===== config.mk =====
export PLATFORM = sky130hd
export DESIGN_NAME = servo_sequence_io_logic
export DESIGN_NICKNAME = d
export VERILOG_FILES = /design/src/rtl/servo_seq_io_pkg.sv /design/src/rtl/servo_sequence_io_logic.sv
export VERILOG_INCLUDE_DIRS = /design/src /design/src/rtl
export SDC_FILE = /design/constraint.sdc
export NUM_CORES = 1
export LEC_CHECK = 0
export ABC_CLOCK_PERIOD_IN_PS = 7550
export BUFFER_PORTS_ARGS = -buffer_cell sky130_fd_sc_hd__buf_2
export CELL_PAD_IN_SITES_DETAIL_PLACEMENT = 1
export CELL_PAD_IN_SITES_GLOBAL_PLACEMENT = 1
export CORE_UTILIZATION = 36
export CTS_CLUSTER_DIAMETER = 60
export DETAILED_ROUTE_END_ITERATION = 10
export PLACE_DENSITY_LB_ADDON = 0.1
export SETUP_SLACK_MARGIN = 0.5
export SYNTH_ARGS = -nofsm -noshare
export SYNTH_HDL_FRONTEND = slang
export SYNTH_SLANG_ARGS = --single-unit

===== constraint.sdc =====
create_clock -name clk_sys -period 7.55 [get_ports clk_sys]
set_clock_uncertainty 0.15 [all_clocks]
set_input_delay 0.755 -clock clk_sys [delete_from_list [all_inputs] [get_ports clk_sys]]
set_output_delay 0.755 -clock clk_sys [all_outputs]
set_load 0.02 [all_outputs]

===== src/rtl/servo_seq_io_cfg.svh =====
// Constants for the servo sequence I/O logic.
`ifndef SERVO_SEQ_IO_CFG_SVH
`define SERVO_SEQ_IO_CFG_SVH
// ----------------------------------------------------------------------
// Configuration digit values
// ----------------------------------------------------------------------
`define TLIM_ANALOG_SEL 4'h1
`define MODE_SPD_ASPD 4'h4
`define MODE_SPD_POS 4'h5
`define MODE_SPD_TRQ 4'h6
`define MODE_POS_ASPD 4'h7
`define MODE_POS_TRQ 4'h8
`define MODE_TRQ_ASPD 4'h9
`define MODE_ASPD_ZCLAMP 4'hA
`define MODE_POS_INHIBIT 4'hB
// ----------------------------------------------------------------------
// Rotation threshold, rpm
// ----------------------------------------------------------------------
`define ROT_THRESH_MAX 16'h0BB8
`define ROT_THRESH_DEFAULT 16'h0014
`endif


===== src/rtl/servo_seq_io_pkg.sv =====
// Types for the servo sequence I/O logic.
package servo_seq_io_pkg;
    typedef enum logic [2:0] {
        CTRL_SPEED_CONTACT = 3'b000,
        CTRL_SPEED_ANALOG = 3'b001,
        CTRL_POSITION = 3'b010,
        CTRL_TORQUE = 3'b011,
        CTRL_ZERO_CLAMP = 3'b100,
        CTRL_POS_INHIBIT = 3'b101
    } ctrl_mode_t;

    typedef struct packed {
        logic fault_detected;
        logic servo_on_cmd;
        logic prep_done;
        logic main_power_on;
        logic encoder_index;
    } drive_state_t;
endpackage


===== src/rtl/servo_sequence_io_logic.sv =====
// Sequence I/O logic: torque limit, mode switching, alarm, status outputs.
// Overview of operation
// - Analog torque limit is applied only in speed or position control.
// - The analog limit is unsigned; sign of the input does not matter.
// - One limit from the magnitude caps both forward and reverse torque.
// - The analog limit is used only when the function digit enables it.
// - Mode digit 4..B decodes into a pair of base and alternate modes.
// - For digits 4,5,6 both limit contacts high select the alternate mode.
// - Alarm output is low when normal and high on an abnormal condition.
// - Host clears the cause, then pulls fault clear low to leave alarm.
// - Any latched alarm is cleared at power-up without a clear input.
// - The operator panel clear request acts like the fault clear input.
// - Rotation output is low while speed exceeds the threshold.
// - Threshold is rpm, 0 to 3000, default 20, taking effect at once.
// - Ready is low only with servo on, prep done, no alarm, power on.
// - Index output is low while the encoder sits at its index mark.
// - Contact inputs and status outputs other than alarm are on when low, off when high.
`timescale 1ns/1ps
`include "servo_seq_io_cfg.svh"
module servo_sequence_io_logic #(
    parameter int TRQ_W = 16,
    parameter int SPD_W = 16
) (
    input wire logic clk_sys,
    input wire logic rst_b,
    input wire logic fwd_limit_contact_in,
    input wire logic rev_limit_contact_in,
    input wire logic fault_clear_in,
    input wire logic panel_fault_clear,
    input wire logic [3:0] function_select_cfg,
    input wire logic [3:0] control_mode_cfg,
    input wire logic [15:0] rotation_threshold_cfg,
    input wire logic signed [TRQ_W-1:0] analog_torque_limit,
    input wire logic signed [SPD_W-1:0] motor_speed_rpm,
    input wire servo_seq_io_pkg::drive_state_t drive_state,
    output logic fault_indicator_out,
    output logic rotation_detected_out,
    output logic servo_ready_out,
    output logic index_pulse_out,
    output servo_seq_io_pkg::ctrl_mode_t active_mode,
    output logic ext_limit_active,
    output logic [TRQ_W-1:0] fwd_torque_limit,
    output logic [TRQ_W-1:0] rev_torque_limit
);
    // ------------------------------------------------------------------
    // Helpers
    // ------------------------------------------------------------------
    function automatic logic [TRQ_W-1:0] mag_trq(
        input logic signed [TRQ_W-1:0] v);
        mag_trq = v[TRQ_W-1] ? TRQ_W'(-v) : TRQ_W'(v);
    endfunction

    function automatic logic [SPD_W-1:0] mag_spd(
        input logic signed [SPD_W-1:0] v);
        mag_spd = v[SPD_W-1] ? SPD_W'(-v) : SPD_W'(v);
    endfunction

    // ------------------------------------------------------------------
    // Input synchronisers
    // ------------------------------------------------------------------
    // Three stages; stage two and three must agree before a change counts.
    logic [2:0] fwd_sync;
    logic [2:0] rev_sync;
    logic [2:0] clr_sync;
    logic fwd_off;
    logic rev_off;
    logic clr_on;
    logic clr_on_d;

    always_ff @(posedge clk_sys) begin
        if (!rst_b) begin
            fwd_sync <= 3'b111;
            rev_sync <= 3'b111;
            clr_sync <= 3'b111;
        end else begin
            fwd_sync <= {fwd_sync[1:0], fwd_limit_contact_in};
            rev_sync <= {rev_sync[1:0], rev_limit_contact_in};
            clr_sync <= {clr_sync[1:0], fault_clear_in};
        end
    end

    always_ff @(posedge clk_sys) begin
        if (!rst_b) begin
            fwd_off <= 1'b1;
            rev_off <= 1'b1;
            clr_on <= 1'b0;
            clr_on_d <= 1'b0;
        end else begin
            if (fwd_sync[1] == fwd_sync[2]) begin
                fwd_off <= fwd_sync[2];
            end
            if (rev_sync[1] == rev_sync[2]) begin
                rev_off <= rev_sync[2];
            end
            if (clr_sync[1] == clr_sync[2]) begin
                clr_on <= ~clr_sync[2];
            end
            clr_on_d <= clr_on;
        end
    end

    // ------------------------------------------------------------------
    // Control mode selection
    // ------------------------------------------------------------------
    servo_seq_io_pkg::ctrl_mode_t base_mode;
    servo_seq_io_pkg::ctrl_mode_t alt_mode;
    servo_seq_io_pkg::ctrl_mode_t next_mode;
    logic both_off;

    always_comb begin
        base_mode = servo_seq_io_pkg::CTRL_SPEED_CONTACT;
        alt_mode = servo_seq_io_pkg::CTRL_SPEED_CONTACT;
        case (control_mode_cfg)
            `MODE_SPD_ASPD: begin
                alt_mode = servo_seq_io_pkg::CTRL_SPEED_ANALOG;
            end
            `MODE_SPD_POS: begin
                alt_mode = servo_seq_io_pkg::CTRL_POSITION;
            end
            `MODE_SPD_TRQ: begin
                alt_mode = servo_seq_io_pkg::CTRL_TORQUE;
            end
            `MODE_POS_ASPD: begin
                base_mode = servo_seq_io_pkg::CTRL_POSITION;
                alt_mode = servo_seq_io_pkg::CTRL_SPEED_ANALOG;
            end
            `MODE_POS_TRQ: begin
                base_mode = servo_seq_io_pkg::CTRL_POSITION;
                alt_mode = servo_seq_io_pkg::CTRL_TORQUE;
            end
            `MODE_TRQ_ASPD: begin
                base_mode = servo_seq_io_pkg::CTRL_TORQUE;
                alt_mode = servo_seq_io_pkg::CTRL_SPEED_ANALOG;
            end
            `MODE_ASPD_ZCLAMP: begin
                base_mode = servo_seq_io_pkg::CTRL_SPEED_ANALOG;
                alt_mode = servo_seq_io_pkg::CTRL_ZERO_CLAMP;
            end
            `MODE_POS_INHIBIT: begin
                base_mode = servo_seq_io_pkg::CTRL_POSITION;
                alt_mode = servo_seq_io_pkg::CTRL_POS_INHIBIT;
            end
            default: begin
                base_mode = servo_seq_io_pkg::CTRL_SPEED_CONTACT;
                alt_mode = servo_seq_io_pkg::CTRL_SPEED_CONTACT;
            end
        endcase
    end

    // Switching by the limit contacts is defined only for digits 4 to 6;
    // for the others the switch input is outside this block, base is held.
    assign both_off = fwd_off & rev_off;

    always_comb begin
        next_mode = base_mode;
        if ((control_mode_cfg == `MODE_SPD_ASPD ||
             control_mode_cfg == `MODE_SPD_POS ||
             control_mode_cfg == `MODE_SPD_TRQ) && both_off) begin
            next_mode = alt_mode;
        end
    end

    always_ff @(posedge clk_sys) begin
        if (!rst_b) begin
            active_mode <= servo_seq_io_pkg::CTRL_SPEED_CONTACT;
        end else begin
            active_mode <= next_mode;
        end
    end

    // ------------------------------------------------------------------
    // Analog torque limit
    // ------------------------------------------------------------------
    logic next_ext;
    logic [TRQ_W-1:0] trq_mag;

    assign trq_mag = mag_trq(analog_torque_limit);

    always_comb begin
        next_ext = (function_select_cfg == `TLIM_ANALOG_SEL) &&
                   (next_mode != servo_seq_io_pkg::CTRL_TORQUE);
    end

    always_ff @(posedge clk_sys) begin
        if (!rst_b) begin
            ext_limit_active <= 1'b0;
            fwd_torque_limit <= '1;
            rev_torque_limit <= '1;
        end else begin
            ext_limit_active <= next_ext;
            // All ones means no limit from this path
            fwd_torque_limit <= next_ext ? trq_mag : '1;
            rev_torque_limit <= next_ext ? trq_mag : '1;
        end
    end

    // ------------------------------------------------------------------
    // Alarm latch
    // ------------------------------------------------------------------
    logic alarm_latched;
    logic clear_req;

    assign clear_req = (clr_on & ~clr_on_d) | panel_fault_clear;

    // Reset is the power-up path: the latch starts clear.
    always_ff @(posedge clk_sys) begin
        if (!rst_b) begin
            alarm_latched <= 1'b0;
        end else if (drive_state.fault_detected) begin
            // Live fault wins over a clear in the same cycle
            alarm_latched <= 1'b1;
        end else if (clear_req) begin
            alarm_latched <= 1'b0;
        end
    end

    // ------------------------------------------------------------------
    // Status outputs
    // ------------------------------------------------------------------
    logic [15:0] thresh;
    logic [SPD_W-1:0] spd_mag;

    assign thresh = (rotation_threshold_cfg > `ROT_THRESH_MAX) ?
                    `ROT_THRESH_MAX : rotation_threshold_cfg;
    assign spd_mag = mag_spd(motor_speed_rpm);

    always_ff @(posedge clk_sys) begin
        if (!rst_b) begin
            fault_indicator_out <= 1'b0;
            rotation_detected_out <= 1'b1;
            servo_ready_out <= 1'b1;
            index_pulse_out <= 1'b1;
        end else begin
            fault_indicator_out <= alarm_latched |
                                   drive_state.fault_detected;
            rotation_detected_out <=
                ~(32'(spd_mag) > 32'(thresh));
            servo_ready_out <= ~(drive_state.servo_on_cmd &
                                 drive_state.prep_done &
                                 drive_state.main_power_on &
                                 ~alarm_latched &
                                 ~drive_state.fault_detected);
            index_pulse_out <= ~drive_state.encoder_index;
        end
    end
endmodule


# Word level (Yosys, flattened, before mapping)

Index checks and enable logic that the tools add are counted.

Register bits: 38
Latch bits: 0
Bits in writable memories: 0
Memory bits (read-only): 0
Bits of input ports: 67
Output and inout port bits: 40
Logic and storage cells: 64
Memories kept: 0

Add/sub/neg operators: 2
Multiply operators: 0
Divide/modulo/power cells: 0
Magnitude comparators: 2
Eq/ne operators: 13
Shift operators: 0
Multiplexer cells: 8
Bitwise logic cells: 15
Reductions and logical operators: 9

Operators by type and width:

| operator                                             | count |
|---|---|
| 2-to-1 mux 16 bit                                    | 3 |
| negator 16 bit                                       | 2 |
| equality test 4 x 3 -> 1 bit, second input constant  | 4 |
| equality test 4 bit, second input constant           | 4 |
| > comparator 16 x 12 -> 1 bit, second input constant | 1 |
| > comparator 16 bit                                  | 1 |
| one-hot mux 3 bit (5 select lines)                   | 1 |
| NOT 1 bit                                            | 7 |
| bitwise AND 1 bit                                    | 6 |
| one-hot mux 2 bit (3 select lines)                   | 1 |
| OR reduction 3 bit                                   | 2 |
| equality test 4 x 1 -> 1 bit, second input constant  | 1 |
| equality test 1 bit                                  | 3 |
| 2-to-1 mux 3 bit                                     | 1 |
| != test 3 x 2 -> 1 bit, second input constant        | 1 |
| logical AND 1 bit                                    | 2 |
| logical OR 1 bit                                     | 2 |
| 2-to-1 mux 1 bit                                     | 2 |
| OR 1 bit                                             | 2 |
| AND reduction 2 bit                                  | 1 |
| nonzero test 2 bit                                   | 1 |
| OR reduction 2 bit                                   | 1 |

# Longest topological paths before layout

Gate-level depths: netlist (run 1).

Depth after elaboration: 8
Gate-level depth with buffers: 12
Gate-level depth less buffers: 12

# Worst setup path after synthesis (run 1)

OpenSTA, ideal clock, no wires.

Kind: input to register
Start point: in motor_speed_rpm[9]
End point: reg rotation_detected_out
Library setup time: 0.087 ns
Data arrival time: 3.385 ns
Required time: 7.313 ns
Setup slack: 3.928 ns
Stages on the path: 10
Path buffers: 0
Path through: or4_1 -> or4_1 -> or3_4 -> o31ai_4 -> xnor2_1 -> ha_1 -> a21oi_1 -> nand2_1 -> a221o_1 -> o31ai_1

Cells in the longest elaborated chain, start to end: 4

Ends and longest elaborated chain:

| item                  | line                           | source |
|---|---|---|
| from (decl)           | servo_sequence_io_logic.sv:34  | `input wire logic signed [SPD_W-1:0] motor_speed_rpm,` |
| negator 16 bit        | servo_sequence_io_logic.sv:55  | `mag_spd = v[SPD_W-1] ? SPD_W'(-v) : SPD_W'(v);` |
| 2-to-1 mux 16 bit *   | servo_sequence_io_logic.sv:55  |  |
| > comparator 16 bit * | servo_sequence_io_logic.sv:237 | `~(32'(spd_mag) > 32'(thresh));` |
| NOT 1 bit *           | servo_sequence_io_logic.sv:237 |  |
| to (signal assigned)  | servo_sequence_io_logic.sv:236 | `rotation_detected_out <=` |
| to (decl)             | servo_sequence_io_logic.sv:37  | `output logic rotation_detected_out,` |

Every way passes the cells marked *; elsewhere a longest branch is shown, timed or not.
A chain may end at the register's enable or synchronous reset.

# Worst setup path after layout (run 1)

Ends and elaborated chain as after synthesis.

==> results.txt, run 1 <==
----------------------------------------------------
[Outcome]
  Outcome ... complete, no violations

[Worst setup path]
  Critical Path Source Type ... input pin
  Data required time at the worst endpoint ... 7600 ps
  Maximum fanout encountered on the critical timing path ... 3
  CP arrival ... roughly 3700 ps
  Kind of end point of the critical path ... flop
  Crit path kind ... in -> reg

[STA]
  Total Neg Setup Slack ... 0 ps
  Slew at the pin with the worst max-slew slack ... 631.6 ps
  Setup repair after global routing missed its margin ... no
  Number of failing hold endpoints at the final stage ... 0
  Final critical-path required period ... between 3000 and 4000 ps
  Worst slew slack as a fraction of its limit ... 0.5750
  Final-report max-slew violation count ... 0
  Portion of the clock cycle consumed by the worst path in the final layout ... 0.4789
  Fmax ... 276.5 MHz
  Number of setup violations in the final report ... 0

[Detailed routing]
  Router iterations before antenna repair ... 4
  DRC violation total after the first TritonRoute iteration ... 66
  Routed wire per std cell ... 12.94 um
  Number of antenna-violating nets in the routed design ... 0
  Final WL ... 5782 um
  Total via count in the routed design ... between 2000 and 2500
  Via-per-instance ratio ... 5.081
  DRC violations left ... 0

[Clocking]
  Count of cells resized by post-cts repair ... 0
  Clock root buffer ... clkbuf_8
  Number of buffers inserted by post-CTS setup repair ... 0
  Number of hold-repair buffers added at the cts stage ... 0
  Number of buffers created by CTS ... 5
  Worst-Skew Late Latency ... 290 ps
  TritonCTS clock tree ... done
  # clock sinks ... 38
  Clock buffer depth ... 2
  Clock transition time at the flip-flop clock pins of the worst setup and hold paths ... 70 ps
  Level count of the clock H-tree ... 2

[Die]
  Cell row count ... 28
  Core region area ... a little over 6000 um^2
  Floorplan die width ... 82.49 um
  Initial core utilization ... 0.3826
  Number of top-level pins ... 107
  Die Height ... around 82 um
  Total die area ... ~7000 um^2

[Logic synthesis]
  Fraction of the yosys area taken by sequential cells ... 0.3262
  Async set-reset flop share out of synthesis ... 0
  Synth warnings ... 0
  Synthesized cell area ... 2332 um^2
  Number of enable-type register cells in the synthesized netlist ... 0
  Avg Inst Size Synth ... 8.450 um^2
  Number of distinct library cells after synthesis ... 45
  Most common flop cell mapped by yosys ... dfxtp_1
  #FFs+latches synth ... 38
  Synth Instances ... 276

[Global route]
  Number of global-route vias before repair ... between 2000 and 2500
  Grt ovf ... 0
  Total track usage ... 0.1791
  Global-route wire length before repair ... around 9000 um
  Number of antenna violations at the first check in global routing ... 0
  GRT met2 Usage ... 0.3339
  Largest net degree at the start of global routing ... 23
  Met3 Track Usage GR ... 0.03846
  GR peak layer ... met2
  GR met1 Demand/Resource ... 0.1937

[Finish]
  Most common cell after layout, fill and taps aside ... buf_2
  Fraction of layout cells with a size suffix above 1 ... 0.3091
  Final design utilization ... 0.4791
  Count of nets after finishing ... 458
  Layout Area Growth over Synthesis ... 25.21%
  Commonest non-fill, non-tap cells in the layout ... buf_2 (106), nand2_1 (44), dfxtp_1 (38)
  Antenna diode count ... 0

[Placement]
  Number of port buffers ... 106
  Half-perimeter wire length after placement ... between 4000 and 5000 um
  Weighted congestion at the end of routability-driven global placement ... 0.8003

[Power]
  Power density over the cells ... 152.9 nW/um^2
  Static leakage ... around 1.3 nW
  Worst voltage drop across the vdd grid ... between 0.1 and 0.15 mV
  Overall Power ... 0.4465 mW

[Run]
  Number of maximum-capacitance constraint violations ... 0

[Hold path]
  Class of the tightest hold or removal check ... reg -> reg

----------------------------------------------------
[cell usage after synthesis (3+ instances only)]
master    number  share of area
a21oi_1        9          0.019
buf_4         16          0.052
clkbuf_1       5         0.0080
dfxtp_1       38           0.33
ha_1          20           0.11
inv_1          8          0.013
nand2_1       44          0.071
nand2b_1      11          0.030
nand3_1        4         0.0086
nand4_1        6          0.016
nor2_1        19          0.031
nor2b_1        5          0.013
nor3_1         3         0.0064
nor4_1         4          0.011
o21a_1         3         0.0097
o21ai_0        6          0.013
o31ai_1        8          0.026
o41ai_1        5          0.019
or4_1          4          0.013
xnor2_1       14          0.053
xor2_1        13          0.049
[critical path, stage by stage]
cell     delay, ps
buf_2          110
or4_1          530
or4_1          430
or3_4          400
o31ai_4        180
xnor2_1        170
ha_1           300
a21oi_1        150
nand2_1         60
a221o_1        340
o31ai_1        240
[final timing paths]
path,start,to,cells past startpoint,slack [ps]
hold / removal,rev_sync[0],rev_sync[1],1,260
setup / recovery,motor_speed_rpm[9],rotation_detected_out,11,3930
hold reg to reg,rev_sync[0],rev_sync[1],1,260
setup reg to reg,fwd_off,rev_torque_limit[15],4,5590
[power by group]
| part | switching (mW) | internal (mW) |
|---|---|---|
| Sequential | 0.00174 | 0.205 |
| Clock | 0.0709 | 0.0737 |
| Combinational | 0.0523 | 0.0424 |
| Total | 0.125 | 0.322 |
[flip-flops by register name, summed over array words and instances (netlist names), 3 cells and up]
register and cells:
rev_torque_limit 16, active_mode 3, clr_sync 3, fwd_sync 3
rev_sync 3
[per-stage QoR]
stage          setup WS (ps)  area, um^2  hold WS (ps)  cells
6_report                3934        2920         260.4    447
5_1_grt                 3773        2920         276.8    447
4_1_cts                 3921        2920         265.4    447
3_5_place_dp            3623        2829         246.2    439
3_3_place_gp            3726        2829         241.0    439
2_1_floorplan           3928        2344         236.3    279
[cell type report]
cell class              count  area (um^2)
multi-input cells         212         1414
well taps                  75        93.84
repair buffers            106        530.5
clock buffers               7        86.33
fillers                   803         3176
inverters                   8        30.03
flip-flops and latches     38        760.7
clock inverters             1        5.005
[cells by family after synthesis]
logic type / count (synthesis) / synth area share
other: 1 / 0.001608
buffers and inverters: 29 / 0.07243
multiplexers: 1 / 0.004292
XOR/XNOR: 27 / 0.1014
AND/OR/NAND/NOR: 112 / 0.2371
flip-flops: 38 / 0.3262
AO/OA/AOI/OAI: 48 / 0.1497
adder cells (fa/ha/maj): 20 / 0.1073
[per-layer routing]
layer / up-vias / share of wire
met5: - / 0
met4: 0 / 0.021
met3: 10 / 0.069
met2: 84 / 0.51
met1: 1041 / 0.40
li1: 1136 / -
No activity file was read; power rests on OpenSTA's default activity.
==> inputs of run 2 (changes only) <==
- ABC_CLOCK_PERIOD_IN_PS: 7550 -> 3400
- CORE_UTILIZATION: 36 -> 33
- clock period: 7.55 -> 3.4 ns (I/O delays scaled with it)
==> run 2 against run 1 <==
Critical path depth is 1 higher. Power is 130% higher. Combinational power grew 130%. Final cell count is 5.8% higher. Non-clock buffer count rose by 5. Hold slack lost 210 ps. Clock power up 130%. Critical path type unchanged.
==> results.txt, run 2 (synthesis results as in run 1) <==
----------------------------------------------------
[Worst setup path]
  Crit path kind ... in -> reg
  Top Family by Delay on Critical Path ... simple AND/OR/NAND/NOR gates
  Critical path, cell by cell ... buf_2 -> or4_4 -> or4_4 -> or3_4 -> o31ai_4 -> xnor2_1 -> ha_1 -> nand4_1 -> nor2_2 -> nand4_1 -> o21a_1 -> o31ai_2
  Data required time at the worst endpoint ... 3450 ps (-4150 ps)
  Longest individual stage delay on the worst path ... 530 ps (about the same)
  Slowest library cell on the worst path ... or4_4
  Buf/Inv on CP ... 1 (unchanged)
  CP arrival ... 3260 ps (-410 ps)
  Kind of end point of the critical path ... flop
  Maximum fanout encountered on the critical timing path ... 3 (unchanged)
  Critical Path Source Type ... input pin

[Run]
  Number of maximum-capacitance constraint violations ... 0 (unchanged)

[Detailed routing]
  Via-per-instance ratio ... 4.761 (-6.3%)
  Total via count in the routed design ... 2252 (-0.84%)
  Routed wire per std cell ... 12.53 um (-3.1%)
  DRC violations left ... 0 (unchanged)
  DRC violation total after the first TritonRoute iteration ... 21 (-68%)
  Router iterations before antenna repair ... 4 (unchanged)
  Final WL ... 5928 um (+2.5%)
  Number of antenna-violating nets in the routed design ... 0 (unchanged)

[Global route]
  Global-route wire length before repair ... 9328 um (+0.89%)
  Number of global-route vias before repair ... 2105 (-1.2%)
  Grt ovf ... 0 (unchanged)
  Total track usage ... 0.1587 (-0.02040)
  Largest net degree at the start of global routing ... 23 (unchanged)
  Number of antenna violations at the first check in global routing ... 0 (unchanged)

[STA]
  Final critical-path required period ... 3204 ps
  Number of failing hold endpoints at the final stage ... 0 (unchanged)
  Fmax ... approximately 310 MHz
  Tightest hold margin ... 52.43 ps (-208.0 ps)
  Final-report max-slew violation count ... 0 (unchanged)
  Slew at the pin with the worst max-slew slack ... 605.5 ps (-26.15 ps)
  Number of setup violations in the final report ... 0 (unchanged)
  Setup repair after global routing missed its margin ... yes
  Worst slew slack as a fraction of its limit ... 0.5926 (+0.01759)
  Final setup slack of the worst path ... 195.6 ps (-3738 ps)
  Portion of the clock cycle consumed by the worst path in the final layout ... 0.9425

[Placement]
  Number of port buffers ... 106 (unchanged)
  Half-perimeter wire length after placement ... 4900 um (+1.1%)
  Placement-stage worst setup slack ... -168.2 ps (-3791 ps)
  Weighted congestion at the end of routability-driven global placement ... 0.7211 (-9.9%)

[Finish]
  Fraction of layout cells with a size suffix above 1 ... 0.3422 (+0.03304)
  Filler instances ... 875 (+9.0%)
  Count of nets after finishing ... 463 (+1.1%)
  Commonest non-fill, non-tap cells in the layout ... buf_2 (106), nand2_1 (43), dfxtp_1 (38)
  Top reg by flops ... rev_torque_limit
  Sequential cell area ... 760.7 um^2 (unchanged)
  Layout Area Growth over Synthesis ... 29.40%
  Number of flip-flops in the largest register ... 16 (unchanged)
  Most common cell after layout, fill and taps aside ... buf_2
  Multi-input logic area ... 1444 um^2 (+2.1%)
  Antenna diode count ... 0 (unchanged)

[Power]
  Static leakage ... 1.324 nW (+1.9%)
  Worst voltage drop across the vdd grid ... 0.1559 mV (+52%)
  Power density over the cells ... 333.8 nW/um^2 (+120%)

[Die]
  Number of top-level pins ... 107 (unchanged)
  Initial core utilization ... 0.3433 (-0.03932)
  Cell row count ... 30 (+7.1%)
  Core region area ... 6794 um^2 (+11%)
  Die Height ... 86.07 um (+4.3%)
  Floorplan die width ... 86.07 um (+4.3%)
  Total die area ... 7407 um^2 (+8.9%)

[Clocking]
  Level count of the clock H-tree ... 2 (unchanged)
  Clock root buffer ... clkbuf_8
  Clock transition time at the flip-flop clock pins of the worst setup and hold paths ... 80 ps (about the same)
  Number of buffers created by CTS ... 5 (unchanged)
  TritonCTS clock tree ... done
  Clock buffer depth ... 2 (unchanged)
  Number of buffers inserted by post-CTS setup repair ... 0 (unchanged)
  # clock sinks ... 38 (unchanged)
  Worst-Skew Late Latency ... 280 ps (about the same)

[Outcome]
  Outcome ... complete, no violations

[Hold path]
  Class of the tightest hold or removal check ... in -> reg

----------------------------------------------------
## run 2: repair_timing
action / CTS / global route
hold endpoints to repair: 0 / 0
hold buffers: 0 / 0
pin swaps: 5 / 8
resized for setup: 3 / 3
endpoints found under the setup margin: 1 / 1
cloned: 0 / 0
## run 2: cell type report
type                            instances  area share
Multi-Input combinational cell        212      0.4784
Sequential cell                        38      0.2521
Timing Repair Buffer                  111      0.1882
Tap cell                               96     0.03980
Clock buffer                            6     0.02736
Inverter                                8    0.009950
Clock inverter                          2    0.004146
## run 2: final timing paths
kind	startpoint	endpoint	slack, ps	cells after the start
worst max register to register	fwd_off	rev_torque_limit[1]	1460	4
worst max-delay path	motor_speed_rpm[9]	rotation_detected_out	200	12
worst min register to register	rev_sync[0]	rev_sync[1]	260	1
worst min-delay path	drive_state[0]	index_pulse_out	50	2
## run 2: stage by stage
| stage | TNS [ps] | instances | power [mW] | cell area [um^2] | utilization |
|---|---|---|---|---|---|
| 2_1_floorplan | 0 | 279 | 0.5939 | 2351 | - |
| 3_3_place_gp | -43.73 | 465 | 0.6821 | 2900 | 0.4269 |
| 3_5_place_dp | -168.2 | 465 | 0.6869 | 2900 | 0.4269 |
| 4_1_cts | 0 | 473 | 1.024 | 3007 | 0.4425 |
| 5_1_grt | 0 | 473 | 1.066 | 3018 | 0.4442 |
| 6_report | 0 | 473 | 1.007 | 3018 | 0.4442 |
## run 2: where the power goes
group          leakage [nW]  switching, mW  internal, mW  total (mW)
Combinational         0.966          0.120        0.0981       0.218
Clock                0.0472          0.166         0.163       0.330
Sequential            0.311        0.00387         0.456       0.460
Total                  1.32          0.290         0.717        1.01
## run 2: metal layers
| layer | track usage | part of all wire | up-vias |
|---|---|---|---|
| met5 | 0 | 0 | - |
| met4 | 0.03636 | 0.0049 | 0 |
| met3 | 0.02887 | 0.045 | 2 |
| met2 | 0.3023 | 0.52 | 59 |
| met1 | 0.1817 | 0.43 | 1043 |
| li1 | - | - | 1148 |
==> inputs of run 3 (changes only) <==
- CELL_PAD_IN_SITES_DETAIL_PLACEMENT: 1 -> default
- CELL_PAD_IN_SITES_GLOBAL_PLACEMENT: 1 -> default
- CORE_UTILIZATION: 33 -> 45
- PLACE_DENSITY: default -> 0.77
- PLACE_DENSITY_LB_ADDON: 0.1 -> default
==> run 3 against run 2 <==
Via count is essentially flat. Critical path depth decreased by 1. Critical endpoint unchanged. Clock power increased by 11%. Largest cell class unchanged.
==> results.txt, run 3 (synthesis results as in run 1) <==
----------------------------------------------------
[Clocking]
  TritonCTS clock tree ... done
  Clock root buffer ... clkbuf_8
  Clock transition time at the flip-flop clock pins of the worst setup and hold paths ... 70 ps (about the same)
  Level count of the clock H-tree ... 2 (unchanged)
  Number of buffers created by CTS ... 5 (unchanged)
  Worst-Skew Late Latency ... 290 ps (about the same)
  Number of buffers inserted by post-CTS setup repair ... 0 (unchanged)
  # clock sinks ... 38 (unchanged)
  Clock buffer depth ... 2 (unchanged)

[Die]
  Core region area ... 4848 um^2 (-29%)
  Floorplan die width ... 73.99 um (-14%)
  Total die area ... 5475 um^2 (-26%)
  Cell row count ... 25 (-17%)
  Initial core utilization ... 0.4810 (+0.1378)
  Number of top-level pins ... 107 (unchanged)
  Die Height ... 73.99 um (-14%)

[Worst setup path]
  Data required time at the worst endpoint ... 3450 ps (about the same)
  Buf/Inv on CP ... 1 (unchanged)
  Kind of end point of the critical path ... flop
  Crit path kind ... in -> reg
  Slowest library cell on the worst path ... or4_4
  Longest individual stage delay on the worst path ... 530 ps (about the same)
  Most frequent CP cell ... or4_4
  CP arrival ... 3170 ps (-90 ps)
  Worst Reg2Reg Path Length in Cells ... 4 (unchanged)
  Critical Path Source Type ... input pin
  Top Family by Delay on Critical Path ... simple AND/OR/NAND/NOR gates
  Maximum fanout encountered on the critical timing path ... 3 (unchanged)
  Critical path, cell by cell ... buf_2 -> or4_4 -> or4_4 -> or3_4 -> o31ai_4 -> xnor2_1 -> ha_1 -> a21oi_2 -> nand2_1 -> a221o_1 -> o31ai_2
  Number of logic stages on the critical path including buffering ... 11 (-1)

[Finish]
  Commonest non-fill, non-tap cells in the layout ... buf_2 (106), nand2_1 (43), dfxtp_1 (38)
  Antenna diode count ... 0 (unchanged)
  Number of flip-flops in the largest register ... 16 (unchanged)
  Filler instances ... 464 (-47%)
  Count of nets after finishing ... 463 (unchanged)
  Area of all placed cells without fillers ... 2995 um^2 (-0.75%)
  Fin cells ... 444 (-6.1%)
  Layout Area Growth over Synthesis ... 28.43%
  Fraction of layout cells with a size suffix above 1 ... 0.3422 (unchanged)
  Most common cell after layout, fill and taps aside ... buf_2
  Top reg by flops ... rev_torque_limit

[Global route]
  Global-route wire length before repair ... 8204 um (-12%)
  Number of global-route vias before repair ... 1998 (-5.1%)
  Grt ovf ... 0 (unchanged)
  Total track usage ... 0.1912 (+0.03250)
  Number of antenna violations at the first check in global routing ... 0 (unchanged)
  Largest net degree at the start of global routing ... 23 (unchanged)

[Detailed routing]
  Routed wire per std cell ... 11.74 um (-6.3%)
  Final WL ... 5212 um (-12%)
  Router iterations before antenna repair ... 4 (unchanged)
  DRC violation total after the first TritonRoute iteration ... 100 (+380%)
  Total via count in the routed design ... 2251 (-0.044%)
  Via-per-instance ratio ... 5.070 (+6.5%)
  DRC violations left ... 0 (unchanged)
  Number of antenna-violating nets in the routed design ... 0 (unchanged)

[Power]
  Overall Power ... 1.044 mW (+3.6%)
  Static leakage ... 1.335 nW (+0.81%)
  Power density over the cells ... 348.5 nW/um^2 (+4.4%)
  Worst voltage drop across the vdd grid ... 0.1995 mV (+28%)

[STA]
  Fmax ... 320.5 MHz (+2.7%)
  Final critical-path required period ... 3120 ps (-84.51 ps)
  Setup repair after global routing missed its margin ... yes
  Final-report max-slew violation count ... 0 (unchanged)
  Number of failing hold endpoints at the final stage ... 0 (unchanged)
  Number of setup violations in the final report ... 0 (unchanged)
  Slew at the pin with the worst max-slew slack ... 609.7 ps (+4.261 ps)
  Portion of the clock cycle consumed by the worst path in the final layout ... 0.9176 (-0.02485)
  Final setup slack of the worst path ... 280.1 ps (+84.51 ps)
  Worst slew slack as a fraction of its limit ... 0.5935 (+0.0008810)

[Run]
  Number of maximum-capacitance constraint violations ... 0 (unchanged)

[Outcome]
  Outcome ... complete, no violations

[Placement]
  Number of port buffers ... 106 (unchanged)
  Placement-stage worst setup slack ... -105.1 ps (+63.12 ps)
  Half-perimeter wire length after placement ... 4224 um (-14%)
  DP Cell Count ... 436 (-6.2%)
  Weighted congestion at the end of routability-driven global placement ... 0.8533 (+18%)
  Instance area after placement ... 2864 um^2 (-1.3%)

[Hold path]
  Class of the tightest hold or removal check ... in -> reg
  Number of instances on the worst hold path ... 2 (unchanged)

----------------------------------------------------
-- run 3: changes by cell type in the layout (fill, tap and decap cells not counted), sizes merged --
| cell | previous run | this run |
|---|---|---|
| clkbuf | 6 | 5 |
| bufinv | 0 | 1 |
| clkinvlp | 1 | 0 |
| clkinv | 1 | 2 |
-- run 3: area by class of cell --
| cell class | count | area, um^2 | area share |
|---|---|---|---|
| well taps | 67 | 83.83 | 0.02799 |
| clock buffers | 5 | 68.82 | 0.02297 |
| repair buffers | 111 | 568.0 | 0.1896 |
| clock inverters | 3 | 40.04 | 0.01337 |
| inverters | 8 | 30.03 | 0.01003 |
| flip-flops and latches | 38 | 760.7 | 0.2540 |
| multi-input cells | 212 | 1444 | 0.4820 |
-- run 3: what timing repair did --
action                                  4_1_cts  5_1_grt
endpoints found under the hold margin         0        0
endpoints found under the setup margin        1        1
gates resized for setup                       2        4
hold buffers                                  0        0
pin swaps                                     4        4
-- run 3: worst reg2reg max path: cells and delay by family (launching register included) --
kind             cells  cell delay (ps)
AO/OA/AOI/OAI        3             1070
flip-flops           1              370
AND/OR/NAND/NOR      1              200
-- run 3: path summary, 6_finish.rpt --
check,startpoint,to,slack (ps)
max,motor_speed_rpm[9],rotation_detected_out,280
min,drive_state[0],index_pulse_out,50
max reg2reg,fwd_off,rev_torque_limit[1],1480
min reg2reg,clr_sync[0],clr_sync[1],250
-- run 3: per-layer routing --
metal,global-route usage,wire [um],up-vias,share of wire
met5,0,0,-,0
met4,0.05556,58,0,0.011
met3,0.03659,333,5,0.064
met2,0.3515,2599,90,0.50
met1,0.2243,2220,1009,0.43
li1,-,-,1147,-
-- run 3: power breakdown --
part | leakage [nW] | switching, mW | internal (mW)
combinational | 0.966 | 0.118 | 0.0984
clock | 0.0579 | 0.151 | 0.216
sequential | 0.311 | 0.00390 | 0.456
-- run 3: stage by stage --
step	hold slack, ps	util	TNS, ps
finish	54.29	0.6178	0
floorplan	236.3	-	0
CTS	50.66	0.6147	0
global route	51.90	0.6178	0
detailed placement	245.0	0.5907	-105.1
global placement	239.8	0.5907	-42.16
